<file path="config.mk">
export PLATFORM = sky130hd
export DESIGN_NAME = sdcf_fetch_timing
export DESIGN_NICKNAME = d
export VERILOG_FILES = /design/src/rtl/sdcf_fetch_timing.v /design/src/rtl/sdcf_addr_xlate.v
export VERILOG_INCLUDE_DIRS = /design/src /design/src/rtl
export SDC_FILE = /design/constraint.sdc
export NUM_CORES = 1
export LEC_CHECK = 0
export BUFFER_PORTS_ARGS = -buffer_cell sky130_fd_sc_hd__clkbuf_2
export CAP_MARGIN = 10
export CORE_ASPECT_RATIO = 1.1
export CORE_MARGIN = 10
export CORE_UTILIZATION = 40
export DETAILED_ROUTE_END_ITERATION = 10
export PLACE_DENSITY = 0.53
export SETUP_SLACK_MARGIN = 0.15
export SYNTH_ARGS = -nofsm -noshare
export SYNTH_HDL_FRONTEND = slang
export SYNTH_SLANG_ARGS = --single-unit
</file>
<file path="constraint.sdc">
create_clock -name ref_clk -period 17.95 [get_ports ref_clk]
set_input_delay 3.59 -clock ref_clk [delete_from_list [all_inputs] [get_ports ref_clk]]
set_output_delay 3.59 -clock ref_clk [all_outputs]
set_load 0.01 [all_outputs]
</file>
<file path="src/rtl/sdcf_fetch_map.vh">
// constants for the sdram code fetch timing block
// assumes one clock: sdram clock equal to core clock
`ifndef SDCF_FETCH_MAP_VH
`define SDCF_FETCH_MAP_VH

// ------------------------------------------------------------
// packing select encodings (external width : 48-bit word)
// ------------------------------------------------------------
`define SDCF_PACK_48 2'h0
`define SDCF_PACK_32 2'h1
`define SDCF_PACK_16 2'h2
`define SDCF_PACK_8 2'h3

// ------------------------------------------------------------
// loop mode encodings
// ------------------------------------------------------------
`define SDCF_LOOP_NONE 2'h0
`define SDCF_LOOP_DM 2'h1
`define SDCF_LOOP_PM 2'h2

// ------------------------------------------------------------
// timing counts in sdram clock cycles
// ------------------------------------------------------------
`define SDCF_T_RCD 8'h01
`define SDCF_CAS_LAT 8'h02
`define SDCF_T_RP 8'h01
`define SDCF_T_DRD 8'h02
`define SDCF_FILL_STAGES 8'h03
`define SDCF_BR_REFILL 8'h06
`define SDCF_DB_REFILL 8'h02
`define SDCF_SEQ_CROSS_EXTRA 8'h02
`define SDCF_OFFPAGE_EXTRA 8'h01
`define SDCF_DM_LOOP_CYC 8'h06
`define SDCF_PM_LOOP_CYC 8'h08
`define SDCF_CACHE_HIT_CYC 8'h01
`define SDCF_DUMMY_READS 3'h4
`define SDCF_CACHE_LOAD_ITERS 3'h3

// ------------------------------------------------------------
// address layout
// ------------------------------------------------------------
`define SDCF_START_ADDR 24'h200000
`define SDCF_COL_BITS 8

`endif

</file>
<file path="src/rtl/sdcf_fetch_timing.v">
// sdram code fetch timing: paces instruction execution and sdram commands
// assumes the sequencer and sdram controller share ref_clk with this block
// Summary of operation
// - The first instruction executes only after activate, the activate-to-column delay, the CAS latency and three times the packing ratio more cycles.
// - The pipeline has fetch, decode and execute stages, each taking two cycles per instruction during fill under two-word packing.
// - With the pipeline full, sequential code executes one instruction every packing-ratio cycles under full-width or two-word packing, two for the latter.
// - Fill delay is activate-to-column delay plus CAS latency plus three times the packing ratio of 1, 2, 3 or 6.
// - With full-width fetch and no packing the first instruction executes in the sixth cycle.
// - Under full-width or two-word packing, sequential code crossing a page or bank keeps the pipeline and stalls for precharge and activate.
// - A delayed branch in the same page runs its two slot instructions without a flush, four cycles cheaper.
// - A non-delayed branch in the same page flushes and refills, costing six cycles past the read-to-read delay.
// - A branch off page precharges, activates and refills, flushing only when not delayed, with two refill cycles instead of six when delayed.
// - Under two-word packing a loop with data-memory access fetches with two reads then four dummy reads, six cycles per iteration.
// - A loop with program-memory access and cache on takes eight cycles when fetched and one per iteration on a hit.
// - With the cache off such a loop always fetches from sdram at eight cycles per iteration.
// - The first three cached iterations only load the cache and the fourth onward run from it.
// - Under two-word packing each logical address is fetched as two consecutive physical words.
// - A packing select input chooses full-width, 32-bit, 16-bit or 8-bit external packing.
`timescale 1ns/10ps
`include "sdcf_fetch_map.vh"

module sdcf_fetch_timing #(
	parameter PHYS_W = 32,
	parameter [7:0] T_RCD = `SDCF_T_RCD,
	parameter [7:0] CAS_LAT = `SDCF_CAS_LAT,
	parameter [7:0] T_RP = `SDCF_T_RP,
	parameter [7:0] T_DRD = `SDCF_T_DRD
) (
	// clock and reset
	input wire ref_clk,
	input wire rst,
	// configuration
	input wire [1:0] instrPackingSelect,
	input wire cacheEnable,
	// sequencer request
	input wire reqValid,
	input wire [23:0] reqAddr,
	input wire delayedBranch,
	input wire [1:0] loopMode,
	input wire loopFirst,
	output wire reqReady,
	// execution status
	output reg execStrobe,
	output reg stallActive,
	output reg flushPulse,
	output reg [2:0] pipeStage,
	output reg seqFetch,
	output reg cacheHit,
	// sdram controller commands
	output reg memActivate,
	output reg memPrecharge,
	output reg memRead,
	output reg memDummyRead,
	output reg [PHYS_W-1:0] memAddr
);

	// ------------------------------------------------------------
	// packing ratio
	// ------------------------------------------------------------
	// physical fetches per 48-bit instruction
	function [3:0] packRatio;
		input [1:0] sel;
		begin
			case (sel)
				`SDCF_PACK_48: packRatio = 4'h1;
				`SDCF_PACK_32: packRatio = 4'h2;
				`SDCF_PACK_16: packRatio = 4'h3;
				default: packRatio = 4'h6;
			endcase
		end
	endfunction

	// ------------------------------------------------------------
	// state
	// ------------------------------------------------------------
	// command engine states
	localparam ST_RUN = 2'h0, ST_PRE = 2'h1, ST_ACT = 2'h2;
	reg busy_q, rowOpen_q, fill_q;
	reg [1:0] state_q;
	reg [7:0] totalCnt_q, phaseCnt_q;
	reg [3:0] readLeft_q, stageDiv_q;
	reg [2:0] dummyLeft_q, loopIter_q;
	reg [PHYS_W-1:0] lastPhys_q;
	wire [PHYS_W-1:0] physAddr;
	wire isSeq, samePage, accept;
	wire [3:0] ratio;
	wire [7:0] ratio8, fillWin;
	reg [7:0] dly;
	reg doPre, doAct, doFlush, doStall, hit;
	reg [3:0] reads;
	reg [2:0] dummies;

	sdcf_addr_xlate #(
		.PHYS_W(PHYS_W)
	) sdcf_addr_xlate_i (
		.logicalAddr(reqAddr),
		.packSel(instrPackingSelect),
		.lastPhys(lastPhys_q),
		.physAddr(physAddr),
		.isSeq(isSeq),
		.samePage(samePage)
	);

	// one instruction in flight; the next is taken only once this one executes
	assign reqReady = ~busy_q;
	assign accept = reqValid & ~busy_q;
	assign ratio = packRatio(instrPackingSelect);
	assign ratio8 = {4'h0, ratio};
	// refill occupies the last three stage slots before execution
	assign fillWin = `SDCF_FILL_STAGES * ratio8;

	// ------------------------------------------------------------
	// cost of the offered fetch
	// ------------------------------------------------------------
	// loops are classed first: the burst is broken whatever the address
	always @* begin
		dly = ratio8;
		doPre = 1'b0;
		doAct = 1'b0;
		doFlush = 1'b0;
		doStall = 1'b0;
		hit = 1'b0;
		reads = ratio;
		dummies = 3'h0;
		if (loopMode == `SDCF_LOOP_DM) begin
			dly = `SDCF_DM_LOOP_CYC;
			dummies = `SDCF_DUMMY_READS;
		end else if (loopMode == `SDCF_LOOP_PM) begin
			if (cacheEnable && !loopFirst && loopIter_q >= `SDCF_CACHE_LOAD_ITERS) begin
				dly = `SDCF_CACHE_HIT_CYC;
				reads = 4'h0;
				hit = 1'b1;
			end else begin
				dly = `SDCF_PM_LOOP_CYC;
			end
		end else if (!rowOpen_q) begin
			// cold start: open the row, wait CAS, fill three stages
			doAct = 1'b1;
			doFlush = 1'b1;
			doStall = 1'b1;
			dly = T_RCD + CAS_LAT + fillWin;
		end else if (!samePage) begin
			doPre = 1'b1;
			doAct = 1'b1;
			doStall = 1'b1;
			if (isSeq) begin
				dly = ratio8 + T_DRD + T_RP + T_RCD + `SDCF_SEQ_CROSS_EXTRA;
			end else if (delayedBranch) begin
				dly = ratio8 + T_DRD + T_RP + T_RCD + `SDCF_OFFPAGE_EXTRA + `SDCF_DB_REFILL;
			end else begin
				dly = ratio8 + T_DRD + T_RP + T_RCD + `SDCF_OFFPAGE_EXTRA + `SDCF_BR_REFILL;
				doFlush = 1'b1;
			end
		end else if (!isSeq) begin
			doStall = 1'b1;
			if (delayedBranch) begin
				dly = ratio8 + T_DRD + `SDCF_DB_REFILL;
			end else begin
				dly = ratio8 + T_DRD + `SDCF_BR_REFILL;
				doFlush = 1'b1;
			end
		end
	end

	// ------------------------------------------------------------
	// execution pacing
	// ------------------------------------------------------------
	// a single down-counter sets the execute moment; command timing below
	// finishes inside it, except in a data-memory loop under 16-bit or 8-bit packing, where the reads and four dummy reads outlast the six cycles
	always @(posedge ref_clk) begin
		if (rst) begin
			busy_q <= 1'b0;
			totalCnt_q <= 8'h00;
			execStrobe <= 1'b0;
			stallActive <= 1'b0;
			flushPulse <= 1'b0;
			seqFetch <= 1'b0;
			cacheHit <= 1'b0;
			fill_q <= 1'b0;
		end else begin
			execStrobe <= 1'b0;
			flushPulse <= 1'b0;
			if (accept) begin
				busy_q <= 1'b1;
				totalCnt_q <= dly;
				stallActive <= doStall;
				flushPulse <= doFlush;
				fill_q <= doFlush;
				seqFetch <= isSeq & samePage & rowOpen_q;
				cacheHit <= hit;
			end else if (busy_q) begin
				totalCnt_q <= totalCnt_q - 8'h01;
				if (totalCnt_q == 8'h01) begin
					busy_q <= 1'b0;
					execStrobe <= 1'b1;
					stallActive <= 1'b0;
					fill_q <= 1'b0;
				end
			end
		end
	end

	// ------------------------------------------------------------
	// pipeline stage occupancy
	// ------------------------------------------------------------
	// bit 0 fetch, bit 1 decode, bit 2 execute; each stage takes ratio cycles
	always @(posedge ref_clk) begin
		if (rst) begin
			pipeStage <= 3'h0;
			stageDiv_q <= 4'h1;
		end else if (accept) begin
			stageDiv_q <= ratio;
			if (doFlush) begin
				pipeStage <= 3'h0;
			end
		end else if (busy_q && fill_q && totalCnt_q <= fillWin) begin
			if (stageDiv_q == 4'h1) begin
				pipeStage <= {pipeStage[1:0], 1'b1};
				stageDiv_q <= ratio;
			end else begin
				stageDiv_q <= stageDiv_q - 4'h1;
			end
		end
	end

	// ------------------------------------------------------------
	// loop iteration tracking
	// ------------------------------------------------------------
	// saturates: only the fourth-iteration threshold matters
	always @(posedge ref_clk) begin
		if (rst) begin
			loopIter_q <= 3'h0;
		end else if (accept && loopMode == `SDCF_LOOP_PM) begin
			if (loopFirst) begin
				loopIter_q <= 3'h1;
			end else if (loopIter_q != 3'h7) begin
				loopIter_q <= loopIter_q + 3'h1;
			end
		end else if (accept && loopMode == `SDCF_LOOP_NONE) begin
			loopIter_q <= 3'h0;
		end
	end

	// ------------------------------------------------------------
	// row command engine
	// ------------------------------------------------------------
	// precharge then activate before reads; the row is marked open at once,
	// which is safe because the next request waits for execution
	always @(posedge ref_clk) begin
		if (rst) begin
			state_q <= ST_RUN;
			phaseCnt_q <= 8'h00;
			rowOpen_q <= 1'b0;
			memActivate <= 1'b0;
			memPrecharge <= 1'b0;
		end else begin
			memActivate <= 1'b0;
			memPrecharge <= 1'b0;
			case (state_q)
				ST_RUN: begin
					if (accept && doPre) begin
						state_q <= ST_PRE;
						phaseCnt_q <= T_RP;
						memPrecharge <= 1'b1;
					end else if (accept && doAct) begin
						state_q <= ST_ACT;
						phaseCnt_q <= T_RCD;
						memActivate <= 1'b1;
					end
					if (accept && doAct) begin
						rowOpen_q <= 1'b1;
					end
				end
				ST_PRE: begin
					if (phaseCnt_q <= 8'h01) begin
						state_q <= ST_ACT;
						phaseCnt_q <= T_RCD;
						memActivate <= 1'b1;
					end else begin
						phaseCnt_q <= phaseCnt_q - 8'h01;
					end
				end
				ST_ACT: begin
					if (phaseCnt_q <= 8'h01) begin
						state_q <= ST_RUN;
					end else begin
						phaseCnt_q <= phaseCnt_q - 8'h01;
					end
				end
				default: begin
					state_q <= ST_RUN;
				end
			endcase
		end
	end

	// ------------------------------------------------------------
	// read issue
	// ------------------------------------------------------------
	// reads wait for the row; dummy reads follow the real ones at the same
	// address to break the burst
	always @(posedge ref_clk) begin
		if (rst) begin
			readLeft_q <= 4'h0;
			dummyLeft_q <= 3'h0;
			memRead <= 1'b0;
			memDummyRead <= 1'b0;
			memAddr <= {PHYS_W{1'b0}};
			lastPhys_q <= {PHYS_W{1'b0}};
		end else begin
			memRead <= 1'b0;
			memDummyRead <= 1'b0;
			if (accept) begin
				readLeft_q <= reads;
				dummyLeft_q <= dummies;
				if (reads != 4'h0) begin
					memAddr <= physAddr;
					// last word of this instruction, for the next compare
					lastPhys_q <= physAddr + {{(PHYS_W-4){1'b0}}, reads} -
						{{(PHYS_W-1){1'b0}}, 1'b1};
				end
			end else if (state_q == ST_RUN && busy_q) begin
				if (readLeft_q != 4'h0) begin
					memRead <= 1'b1;
					readLeft_q <= readLeft_q - 4'h1;
					if (memRead) begin
						memAddr <= memAddr + {{(PHYS_W-1){1'b0}}, 1'b1};
					end
				end else if (dummyLeft_q != 3'h0) begin
					memDummyRead <= 1'b1;
					dummyLeft_q <= dummyLeft_q - 3'h1;
				end
			end
		end
	end

endmodule

</file>
<file path="src/rtl/sdcf_addr_xlate.v">
// logical to physical instruction address translation and fetch classification
// assumes lastPhys holds the last physical word of the previous fetch
`timescale 1ns/10ps
`include "sdcf_fetch_map.vh"

module sdcf_addr_xlate #(
	parameter PHYS_W = 32,
	parameter COL_BITS = `SDCF_COL_BITS,
	parameter [23:0] START_ADDR = `SDCF_START_ADDR
) (
	// translation inputs
	input wire [23:0] logicalAddr,
	input wire [1:0] packSel,
	input wire [PHYS_W-1:0] lastPhys,
	// results
	output wire [PHYS_W-1:0] physAddr,
	output wire isSeq,
	output wire samePage
);

	// ------------------------------------------------------------
	// stride per packing mode
	// ------------------------------------------------------------
	// physical words per logical address: 1, 2, 4 or 8
	function [1:0] packShift;
		input [1:0] sel;
		begin
			case (sel)
				`SDCF_PACK_48: packShift = 2'h0;
				`SDCF_PACK_32: packShift = 2'h1;
				`SDCF_PACK_16: packShift = 2'h2;
				default: packShift = 2'h3;
			endcase
		end
	endfunction

	wire [PHYS_W-1:0] offset;
	wire [PHYS_W-1:0] nextPhys;

	// start + (logical - start) * stride, same as logical*k - (k-1)*start
	assign offset = {{(PHYS_W-24){1'b0}}, logicalAddr - START_ADDR} << packShift(packSel);
	assign physAddr = {{(PHYS_W-24){1'b0}}, START_ADDR} + offset;

	// sequential when this fetch follows the last word of the previous one
	assign nextPhys = lastPhys + {{(PHYS_W-1){1'b0}}, 1'b1};
	assign isSeq = (physAddr == nextPhys);
	// row and bank bits sit above the column bits
	assign samePage = (physAddr[PHYS_W-1:COL_BITS] == lastPhys[PHYS_W-1:COL_BITS]);

endmodule

</file>
# ---- After elaboration in Yosys (flattened, before gate mapping)
# Index checks and enable logic that the tools add are counted.
dict set report word_totals {
  ff_bits 111
  input_bits 34
  output_inout_bits 45
}
dict set report op_classes {
  add_sub_neg 22
  n_mul 1
  magnitude_cmp 3
  eq_ne 19
  shift 1
  muxes 85
  n_bitwise 7
  n_reduce_logical 41
}
# cell count
set op_table {}
lappend op_table {{32-bit 2-to-1 mux} 5}
lappend op_table {{8-bit 2-to-1 mux} 14}
lappend op_table {{32-bit by 1-bit adder with 32-bit output, second input constant} 2}
lappend op_table {{4-bit 2-to-1 mux} 10}
lappend op_table {{3-bit 2-to-1 mux} 13}
lappend op_table {{1-bit 2-to-1 mux} 34}
lappend op_table {{22-bit by 32-bit adder with 32-bit output, first input constant} 1}
lappend op_table {{32-bit by 4-bit adder with 32-bit output} 1}
lappend op_table {{32-bit == test} 1}
lappend op_table {{24-bit by 2-bit << shifter with 32-bit output} 1}
lappend op_table {{32-bit by 1-bit subtractor with 32-bit output, second input constant} 1}
lappend op_table {{8-bit by 1-bit adder with 8-bit output, second input constant} 3}
lappend op_table {{8-bit by 2-bit adder with 8-bit output, second input constant} 3}
lappend op_table {{24-bit == test} 1}
lappend op_table {{8-bit one-hot mux with 3 select lines} 1}
lappend op_table {{24-bit by 22-bit subtractor with 24-bit output, second input constant} 1}
lappend op_table {{2-bit nonzero test} 9}
lappend op_table {{8-bit by 1-bit subtractor with 8-bit output, second input constant} 2}
lappend op_table {{2-bit one-hot mux with 3 select lines} 2}
lappend op_table {{3-bit AND reduction} 4}
lappend op_table {{2-bit AND reduction} 5}
lappend op_table {{1-bit logical AND} 9}
lappend op_table {{3-bit one-hot mux with 3 select lines} 1}
lappend op_table {{8-bit by 3-bit adder with 8-bit output, second input constant} 1}
lappend op_table {{30 further kinds} 54}

# ---- Logic depth before layout (Yosys ltp)
# Gate-level depths: netlist (run 1).
dict set report depth {
  ltp_word 14
  depth_mapped 25
}

# ---- Modules after synthesis
# A second synthesis (run 1) with hierarchy kept.
dict set report hier_totals {
  cells_unflattened 1321
  area_unflattened_um2 9942.0
}
# module n_inst cells_per_inst area_per_inst_um2 seq_area_each_um2
set modules_own_cells {}
lappend modules_own_cells {sdcf_fetch_timing 1 1047 7747.4 2222.1}
lappend modules_own_cells {sdcf_addr_xlate 1 274 2194.6 0.0}

# ---- Least setup slack after synthesis (run 1)
# OpenSTA, ideal clock, no wires.
dict set report synth_timing {
  path_type {input-to-reg}
  from {input instrPackingSelect[1]}
  to {register totalCnt_q[4]}
  setup_time_ns 0.079
  arrival_time_ns 8.590
  setup_slack_ns 9.280
  path_stages 23
  n_path_buf 6
  path_cell_list {inv_1 > ha_1 > buf_6 > or2_1 > buf_6 > buf_2 > buf_1 > a211oi_1 > a21o_1 > clkbuf_1 > inv_1 > ha_1 > o211ai_1 > nor4b_1 > xor2_1 > o32ai_1 > o211ai_1 > or4b_1 > or4b_1 > buf_2 > o32ai_2 > o21ai_0 > a22oi_1}
}
dict set report synth_via {
  elab_chain_cells 14
  word_cells_on_any_way 29
}
# element line_no
set synth_rtl {}
lappend synth_rtl {{start: declaration} sdcf_fetch_timing.v:33} ;# input wire [1:0] instrPackingSelect,
lappend synth_rtl {{2-bit == test, or another cell as far along} {sdcf_fetch_timing.v:64, sdcf_addr_xlate.v:28}}
lappend synth_rtl {{3-bit one-hot mux with 3 select lines} sdcf_fetch_timing.v:64} ;# case (sel)
lappend synth_rtl {{4-bit by 2-bit adder with 5-bit output} -}
lappend synth_rtl {{8-bit by 1-bit adder with 8-bit output (2 in a row)} {sdcf_fetch_timing.v:147, sdcf_fetch_timing.v:149, sdcf_fetch_timing.v:151}}
lappend synth_rtl {{8-bit by 1-bit adder with 8-bit output (no source line)} -}
lappend synth_rtl {{8-bit by 3-bit adder with 8-bit output (no source line) or 8-bit by 2-bit adder with 8-bit output (tied branches)} -}
lappend synth_rtl {{8-bit 2-to-1 mux} sdcf_fetch_timing.v:148} ;# end else if (delayedBranch) begin
lappend synth_rtl {{8-bit 2-to-1 mux} sdcf_fetch_timing.v:146} ;# if (isSeq) begin
lappend synth_rtl {{8-bit 2-to-1 mux} sdcf_fetch_timing.v:142} ;# end else if (!samePage) begin
lappend synth_rtl {{8-bit 2-to-1 mux (*)} sdcf_fetch_timing.v:136} ;# end else if (!rowOpen_q) begin
lappend synth_rtl {{8-bit 2-to-1 mux (*)} sdcf_fetch_timing.v:128} ;# end else if (loopMode == `SDCF_LOOP_PM) begin
lappend synth_rtl {{8-bit 2-to-1 mux (*)} sdcf_fetch_timing.v:125} ;# if (loopMode == `SDCF_LOOP_DM) begin
lappend synth_rtl {{8-bit 2-to-1 mux (*)} sdcf_fetch_timing.v:183} ;# if (accept) begin
lappend synth_rtl {{end signal: assignment} sdcf_fetch_timing.v:185} ;# totalCnt_q <= dly;
lappend synth_rtl {{end signal: assignment} sdcf_fetch_timing.v:192} ;# totalCnt_q <= totalCnt_q - 8'h01;
lappend synth_rtl {{end: declaration} sdcf_fetch_timing.v:80} ;# reg [7:0] totalCnt_q, phaseCnt_q;
# Mark *: on every way between the ends. The rest lies on a longest branch, timed or not.
# A chain may end at the register's enable or synchronous reset.

# ---- Final worst setup path (run 1)
dict set report layout_timing {
  from {input instrPackingSelect[0]}
  to {register totalCnt_q[0]}
}
# The elaborated chain is that of the path after synthesis.

==> summary.md, run 1 <==
| Metric | Value |
|---|---|
| Outcome | completed |
| Mapped cell area | roughly 10,000 um2 |
| Input/output buffers | 78 |
| H-tree depth | 3 |
| Fin crit period | about 9 ns |
| Vias/cell | just under 6 |
| Fill count | roughly 2.6k |
| CP startpoint | instrPackingSelect[0] |
| Worst Path Max Fanout | 28 |
| Postcts setup bufs | 0 |
| Clock share of power | ~22% |
| Share of flip-flops with an asynchronous set or reset | 0% |
| Sw frac | between 40% and 50% |
| Initial antenna violation count | 0 |
| CP Data Arrival Time | 8.98 ns |
| GRT Total Usage | between 20 and 25% |
| Largest net degree at the start of global routing | 73 |
| 1st-iter DRT viols | just over 600 |
| Count leader, synth | nand2_1 |
| Final setup viols | 0 |
| Core box area | between 20,000 and 30,000 um2 |
| Routed Antenna Nets | 0 |
| Post-CTS Hold Buffers | 0 |
| Syn Nets | about 1.5k |
| Footprint of the multi-input gates | 7360 um2 |
| Top-area cell type share of the netlist area | around 22% |
| Remaining DRCs | 0 |
| Total of max-cap violations | 0 |
| Num ports | 79 |
| Row Count | 61 |
| Cells after Synth | approximately 1.4k |
| Top FF cell, synth | dfxtp_1 |
| Seq/Total Area, Yosys | a little over a fifth |
| Pre-CTS worst setup slack | between 8 and 9 ns |
| Worst R2R Start | loopIter_q[0] |
| Startpoint types | input port |
| Ys Warns | 0 |
| Clock-pin slew on the worst setup and hold paths | around 0.080 ns |
| Final Hold Vio Count | 0 |
| Global-route wire length before repair | between 50 and 60 mm |
| Synth Register Bits | 111 |
| Layout cells sized above 1 | approximately a tenth |
| Total Nets Final | about 1.5k |
| Critical path data required time | 18.19 ns |
| Final WL | 33.5 mm |
| Initial core utilization | 40.4% |
| Setup TNS after final layout | 0 ns |
| Worst Skew | approximately 0.014 ns |
| Gate power share | roughly 45% |
| Leak | 4.40 nW |
| HPWL Detailed | about 25 mm |
| Number of synthesized flops with an enable pin | 0 |
| Cell taking the most area after synthesis | dfxtp_1 |
| Synth-to-Final Area Change | 8.62% |
| Peak VDD IR | 75.1 uV |
| Final period util | 48.7% |
| RSZ-0062 raised after global routing | false |
| Syn_area_per_cell | between 7 and 8 um2 |
| GP Congestion | between 0.9 and 1 |
| # resized after CTS | 0 |
| Worst-Margin Slew | ~1.1 ns |
| Synth top area cells | dfxtp_1 (22%), ha_1 (8.4%), xnor2_1 (5.6%) |
| Flop pwr share | 32.8% |
| GR Overflow Total | 0 |
| Kind of critical path | input port to flop |
| Via Count | approximately 10k |
| Sw Pwr | 416 uW |
| Clock buffer depth | 2 |
| Slew margin rel. | approximately 25% |
| Register area | about 2200 um2 |
| Fmax | 114 MHz |
| Die W | 172 um |
| Average wire per cell in the routed design | approximately 20 um |
| Die footprint | between 30,000 and 40,000 um2 |
| Die Ht | roughly 190 um |
| Worst skew pair latency | 0.37 ns |
| Synth cell types | 80 |
| Clk sinks | between 100 and 150 |
| Internal Power | slightly below 600 uW |
| Slew Viols, Final | 0 |
| # diodes | 0 |
| Setup slack after layout | 9.21 ns |
| Pre-antenna DRT Iters | 6 |
| CTS Root Cell | clkbuf_16 |
| CTS tree | built |
| Synth cell count leaders | nand2_1 (129), nor2_1 (125), dfxtp_1 (111) |
| Number of global-route vias before repair | 9,618 |
| Hold Startpoint | seqFetch |
| Num CTS Buffers | 9 |
| Power Density | roughly 90 nW/um2 |
| Worst min-delay path class | flop to flop |
| Worst Setup End Kind | flop |
==> path summary, 6_finish.rpt <==
| kind | endpoint | slack, ns | cells after the start |
|---|---|---|---|
| worst min-delay path | seqFetch | 0.46 | 2 |
| worst max-delay path | totalCnt_q[0] | 9.21 | 19 |
| worst max register to register | lastPhys_q[28] | 12.59 | 18 |
| worst min register to register | seqFetch | 0.46 | 2 |
==> state kept, by name (all words and copies together), names as in the netlist, 3 cells and up <==
signal       cells
dummyLeft_q      3
lastPhys_q      32
loopIter_q       3
memAddr         32
phaseCnt_q       8
pipeStage        3
readLeft_q       4
stageDiv_q       4
totalCnt_q       8
==> kinds of logic after synthesis <==
family                     Yosys count  synth area share [%]
and+or+nand+nor                    505                  24.8
AOI/OAI and AO/OA                  361                  23.0
buffers and inverters              158                  6.10
DFF                                111                  21.8
xor gates and xnor gates            98                  8.84
adders and majority gates           70                  8.75
muxes                               48                  6.76
==> power by group through the flow <==
| stage | registers [mW] | clock network [mW] | logic, mW |
|---|---|---|---|
| after floorplan | 0.306 | 0 | 0.355 |
| after global placement | 0.331 | 0 | 0.445 |
| after detailed placement | 0.331 | 0 | 0.445 |
| after CTS | 0.326 | 0.225 | 0.447 |
| after global routing | 0.332 | 0.236 | 0.499 |
| final | 0.326 | 0.221 | 0.449 |
==> per-layer routing <==
layer | vias to the layer above | track usage (%) | wire length (um)
li1 | 4939 | - | -
met1 | 4840 | 24.7 | 14400
met2 | 223 | 36.1 | 16900
met3 | 57 | 1.96 | 1110
met4 | 0 | 7.60 | 1060
met5 | - | 0 | 0
==> worst max-delay path, stage by stage <==
cell and delay, ns:
clkbuf_2 0.13, inv_1 0.15, ha_1 0.16, buf_4 0.28
or2_2 0.61, a21oi_1 0.19, mux2i_1 0.44, ha_1 0.37
o211ai_1 0.12, nor4b_1 0.32, buf_4 0.22, xor2_1 0.12
o32ai_1 0.28, o211ai_1 0.10, or4b_1 0.55, or4b_1 0.70
a21oi_1 0.32, mux2i_1 0.25, a31oi_1 0.10
==> layout by cell type (no fill, tap or decap), drive strengths merged, types with 48 or more instances in the layout <==
| cell type | instances |
|---|---|
| ha | 68 |
| inv | 73 |
| nor3 | 48 |
| nand2 | 129 |
| nor2 | 125 |
| dfxtp | 111 |
| o21ai | 67 |
| a21oi | 110 |
| clkbuf | 87 |
| xnor2 | 65 |
==> stage by stage <==
step / util (%) / cell area [um2] / std cells / hold WS (ns) / total power [mW]
floorplan: - / 10200 / 1351 / 0.448 / 0.661
global placement: 42.6 / 10700 / 1671 / 0.443 / 0.777
detailed placement: 42.6 / 10700 / 1671 / 0.447 / 0.776
CTS: 43.9 / 11100 / 1687 / 0.460 / 0.998
global route: 43.9 / 11100 / 1687 / 0.490 / 1.07
finish: 43.9 / 11100 / 1687 / 0.463 / 0.997
==> layout make-up <==
| type | count | share of cell area (%) |
|---|---|---|
| tap | 315 | 3.57 |
| timing repair buffer | 90 | 4.37 |
| clock buffer | 10 | 2.07 |
| inverter | 73 | 2.48 |
| clock inverter | 6 | 0.804 |
| multi-input combinational | 1082 | 66.6 |
| sequential | 111 | 20.1 |
Power figures use the tool's default switching activity.
==> run 2, diff against run 1 <==
==> constraint.sdc (replaced) <==
create_clock -name ref_clk -period 9.1 [get_ports ref_clk]
set_input_delay 1.82 -clock ref_clk [delete_from_list [all_inputs] [get_ports ref_clk]]
set_output_delay 1.82 -clock ref_clk [all_outputs]
set_load 0.01 [all_outputs]
==> run 2 against run 1 <==
  * Register-to-register slack worse by 8.8 ns
  * Critical path depth stayed put
  * Cell count hardly changed
  * Final area hardly changed
  * Flip-flop and latch count stayed put
  * Highest routed layer unchanged
==> summary.md, run 2 (same netlist as run 1, synthesis figures left out) <==
| Metric | Value |
|---|---|
| CP Data Arrival Time | 7.12 ns (was 8.98 ns) |
| H-tree depth | 3 (unchanged) |
| Fmax | about 150 MHz |
| GRT Total Usage | 20.8% (was 20.4%) |
| # resized after CTS | 0 (unchanged) |
| Worst Path Max Fanout | 28 (unchanged) |
| Num ports | 79 (unchanged) |
| Worst Setup End Kind | flop (unchanged) |
| Final period util | roughly three quarters |
| Core box area | 25,200 um2 (unchanged) |
| Post-CTS Hold Buffers | 0 (unchanged) |
| Total Nets Final | 1,472 (was 1,471) |
| 1st-iter DRT viols | 602 (was 621) |
| Pre-CTS worst setup slack | 1.86 ns (was 8.80 ns) |
| Initial core utilization | 40.4% (unchanged) |
| Commonest non-fill, non-tap cell in the layout | nand2_1 (unchanged) |
| Via Count | 10.1k (about the same) |
| HPWL Detailed | 25.8 mm (was 25.5 mm) |
| Largest net degree at the start of global routing | 64 (was 73) |
| Worst-Margin Slew | 1.11 ns (was 1.12 ns) |
| Critical path data required time | 9.33 ns (was 18.19 ns) |
| Number of global-route vias before repair | 9,673 (was 9,618) |
| Postcts setup bufs | 0 (unchanged) |
| Most frequent cells in the layout | nand2_1 (128), nor2_1 (125), dfxtp_1 (111), a21oi_1 (109), clkbuf_2 (77) (unchanged) |
| Row Count | 61 (unchanged) |
| Worst min-delay path class | flop to flop (unchanged) |
| Average wire per cell in the routed design | 20.1 um (was 19.8 um) |
| Global-route wire length before repair | 53.9 mm (was 53.1 mm) |
| Peak VDD IR | 161 uV (was 75.1 uV) |
| Power Density | 176 nW/um2 (was 90.1 nW/um2) |
| Pre-antenna DRT Iters | 5 (was 6) |
| Outcome | completed (unchanged) |
| Remaining DRCs | 0 (unchanged) |
| Clock buffer depth | 2 (unchanged) |
| Input/output buffers | 78 (unchanged) |
| Startpoint types | input port (unchanged) |
| Slew margin rel. | 25.8% (was 25.3%) |
| Worst Skew | 0.0213 ns (was 0.0137 ns) |
| Vias/cell | 5.96 (about the same) |
| GR Overflow Total | 0 (unchanged) |
| Leak | 4.39 nW (was 4.40 nW) |
| Worst skew pair latency | 0.37 ns (about the same) |
| Clock-pin slew on the worst setup and hold paths | 0.08 ns (about the same) |
| Post-layout util | 43.9% (about the same) |
| Final setup viols | 0 (unchanged) |
| Die Ht | 187 um (unchanged) |
| Total of max-cap violations | 0 (unchanged) |
| CTS tree | built (unchanged) |
| Final WL | 33.9 mm (was 33.5 mm) |
| Fin crit period | between 6 and 7 ns |
| RSZ-0062 raised after global routing | false (unchanged) |
| # diodes | 0 (unchanged) |
| Clk sinks | 111 (unchanged) |
| Num CTS Buffers | 9 (unchanged) |
| Setup TNS after final layout | 0 ns (unchanged) |
| Setup slack after layout | 2.21 ns (was 9.21 ns) |
| Layout cells sized above 1 | 10.7% (was 10.6%) |
| WHS Path Cells | 2 (unchanged) |
| Slew Viols, Final | 0 (unchanged) |
| Die footprint | 32,200 um2 (unchanged) |
| CTS Root Cell | clkbuf_16 (unchanged) |
| Die W | 172 um (unchanged) |
| GP Congestion | 0.934 (was 0.910) |
| Worst Reg-to-Reg Cells | 18 (unchanged) |
| Kind of critical path | input port to flop (unchanged) |
| Final Hold Vio Count | 0 (unchanged) |
| Routed Antenna Nets | 0 (unchanged) |
| Initial antenna violation count | 0 (unchanged) |
| Synth-to-Final Area Change | 8.57% (was 8.62%) |
| Fill count | 2,645 (was 2,602) |
| Largest registers | lastPhys_q x32, memAddr x32 (unchanged) |
run 2: cell count changes in the layout (fill, tap and decap cells not counted), sizes merged:
cell,delta
clkinv,-1
bufinv,-1
clkinvlp,+1
inv,+2
clkbuf,-1
buf,+1
run 2: path summary, 6_finish.rpt:
check,startpoint,to,slack (ns)
worst min-delay path,seqFetch,seqFetch,0.46
worst min register to register,seqFetch,seqFetch,0.46
worst max-delay path,instrPackingSelect[0],totalCnt_q[0],2.21
worst max register to register,loopIter_q[0],lastPhys_q[28],3.76
run 2: per-stage QoR:
stage,power [mW],std cells,instance area (um2),hold WS [ns]
CTS,1.96,1688,11000,0.461
floorplan,1.30,1351,10200,0.448
finish,1.94,1688,11000,0.460
global placement,1.54,1672,10700,0.446
detailed placement,1.53,1672,10700,0.448
global route,2.09,1688,11000,0.488
run 2: layout make-up:
cell class                 instances  area [um2]  area share, %
sequential                       111        2220           20.1
clock inverter                     7        80.1          0.725
multi-input combinational       1082        7360           66.6
timing repair buffer              91         490           4.44
inverter                          73         274           2.48
clock buffer                       9         225           2.04
tap                              315         394           3.57
run 2: critical path: stages:
cell and delay (ns):
clkbuf_2 0.12, inv_1 0.16, ha_1 0.17, buf_4 0.29
or2_2 0.59, a21oi_1 0.19, mux2i_1 0.43, ha_1 0.35
o211ai_1 0.12, nor4b_1 0.31, buf_4 0.21, xor2_1 0.12
o32ai_1 0.31, o211ai_1 0.11, or4b_1 0.52, or4b_1 0.69
a21oi_1 0.28, mux2i_1 0.21, a31oi_1 0.09
run 2: routing by layer:
metal / routed length [um] / vias to the layer above / global-route usage (%) / part of all wire [%]
li1: - / 4951 / - / -
met1: 14500 / 4807 / 25.1 / 43
met2: 16900 / 239 / 36.3 / 50
met3: 1140 / 57 / 2.03 / 3.4
met4: 1290 / 0 / 8.50 / 3.8
met5: 0 / - / 0 / 0
run 2: where the power goes:
part	internal [mW]	switching [mW]	total [mW]	leakage, nW
clock network	0.198	0.220	0.418	0.146
logic	0.375	0.506	0.881	3.34
registers	0.548	0.0976	0.645	0.908
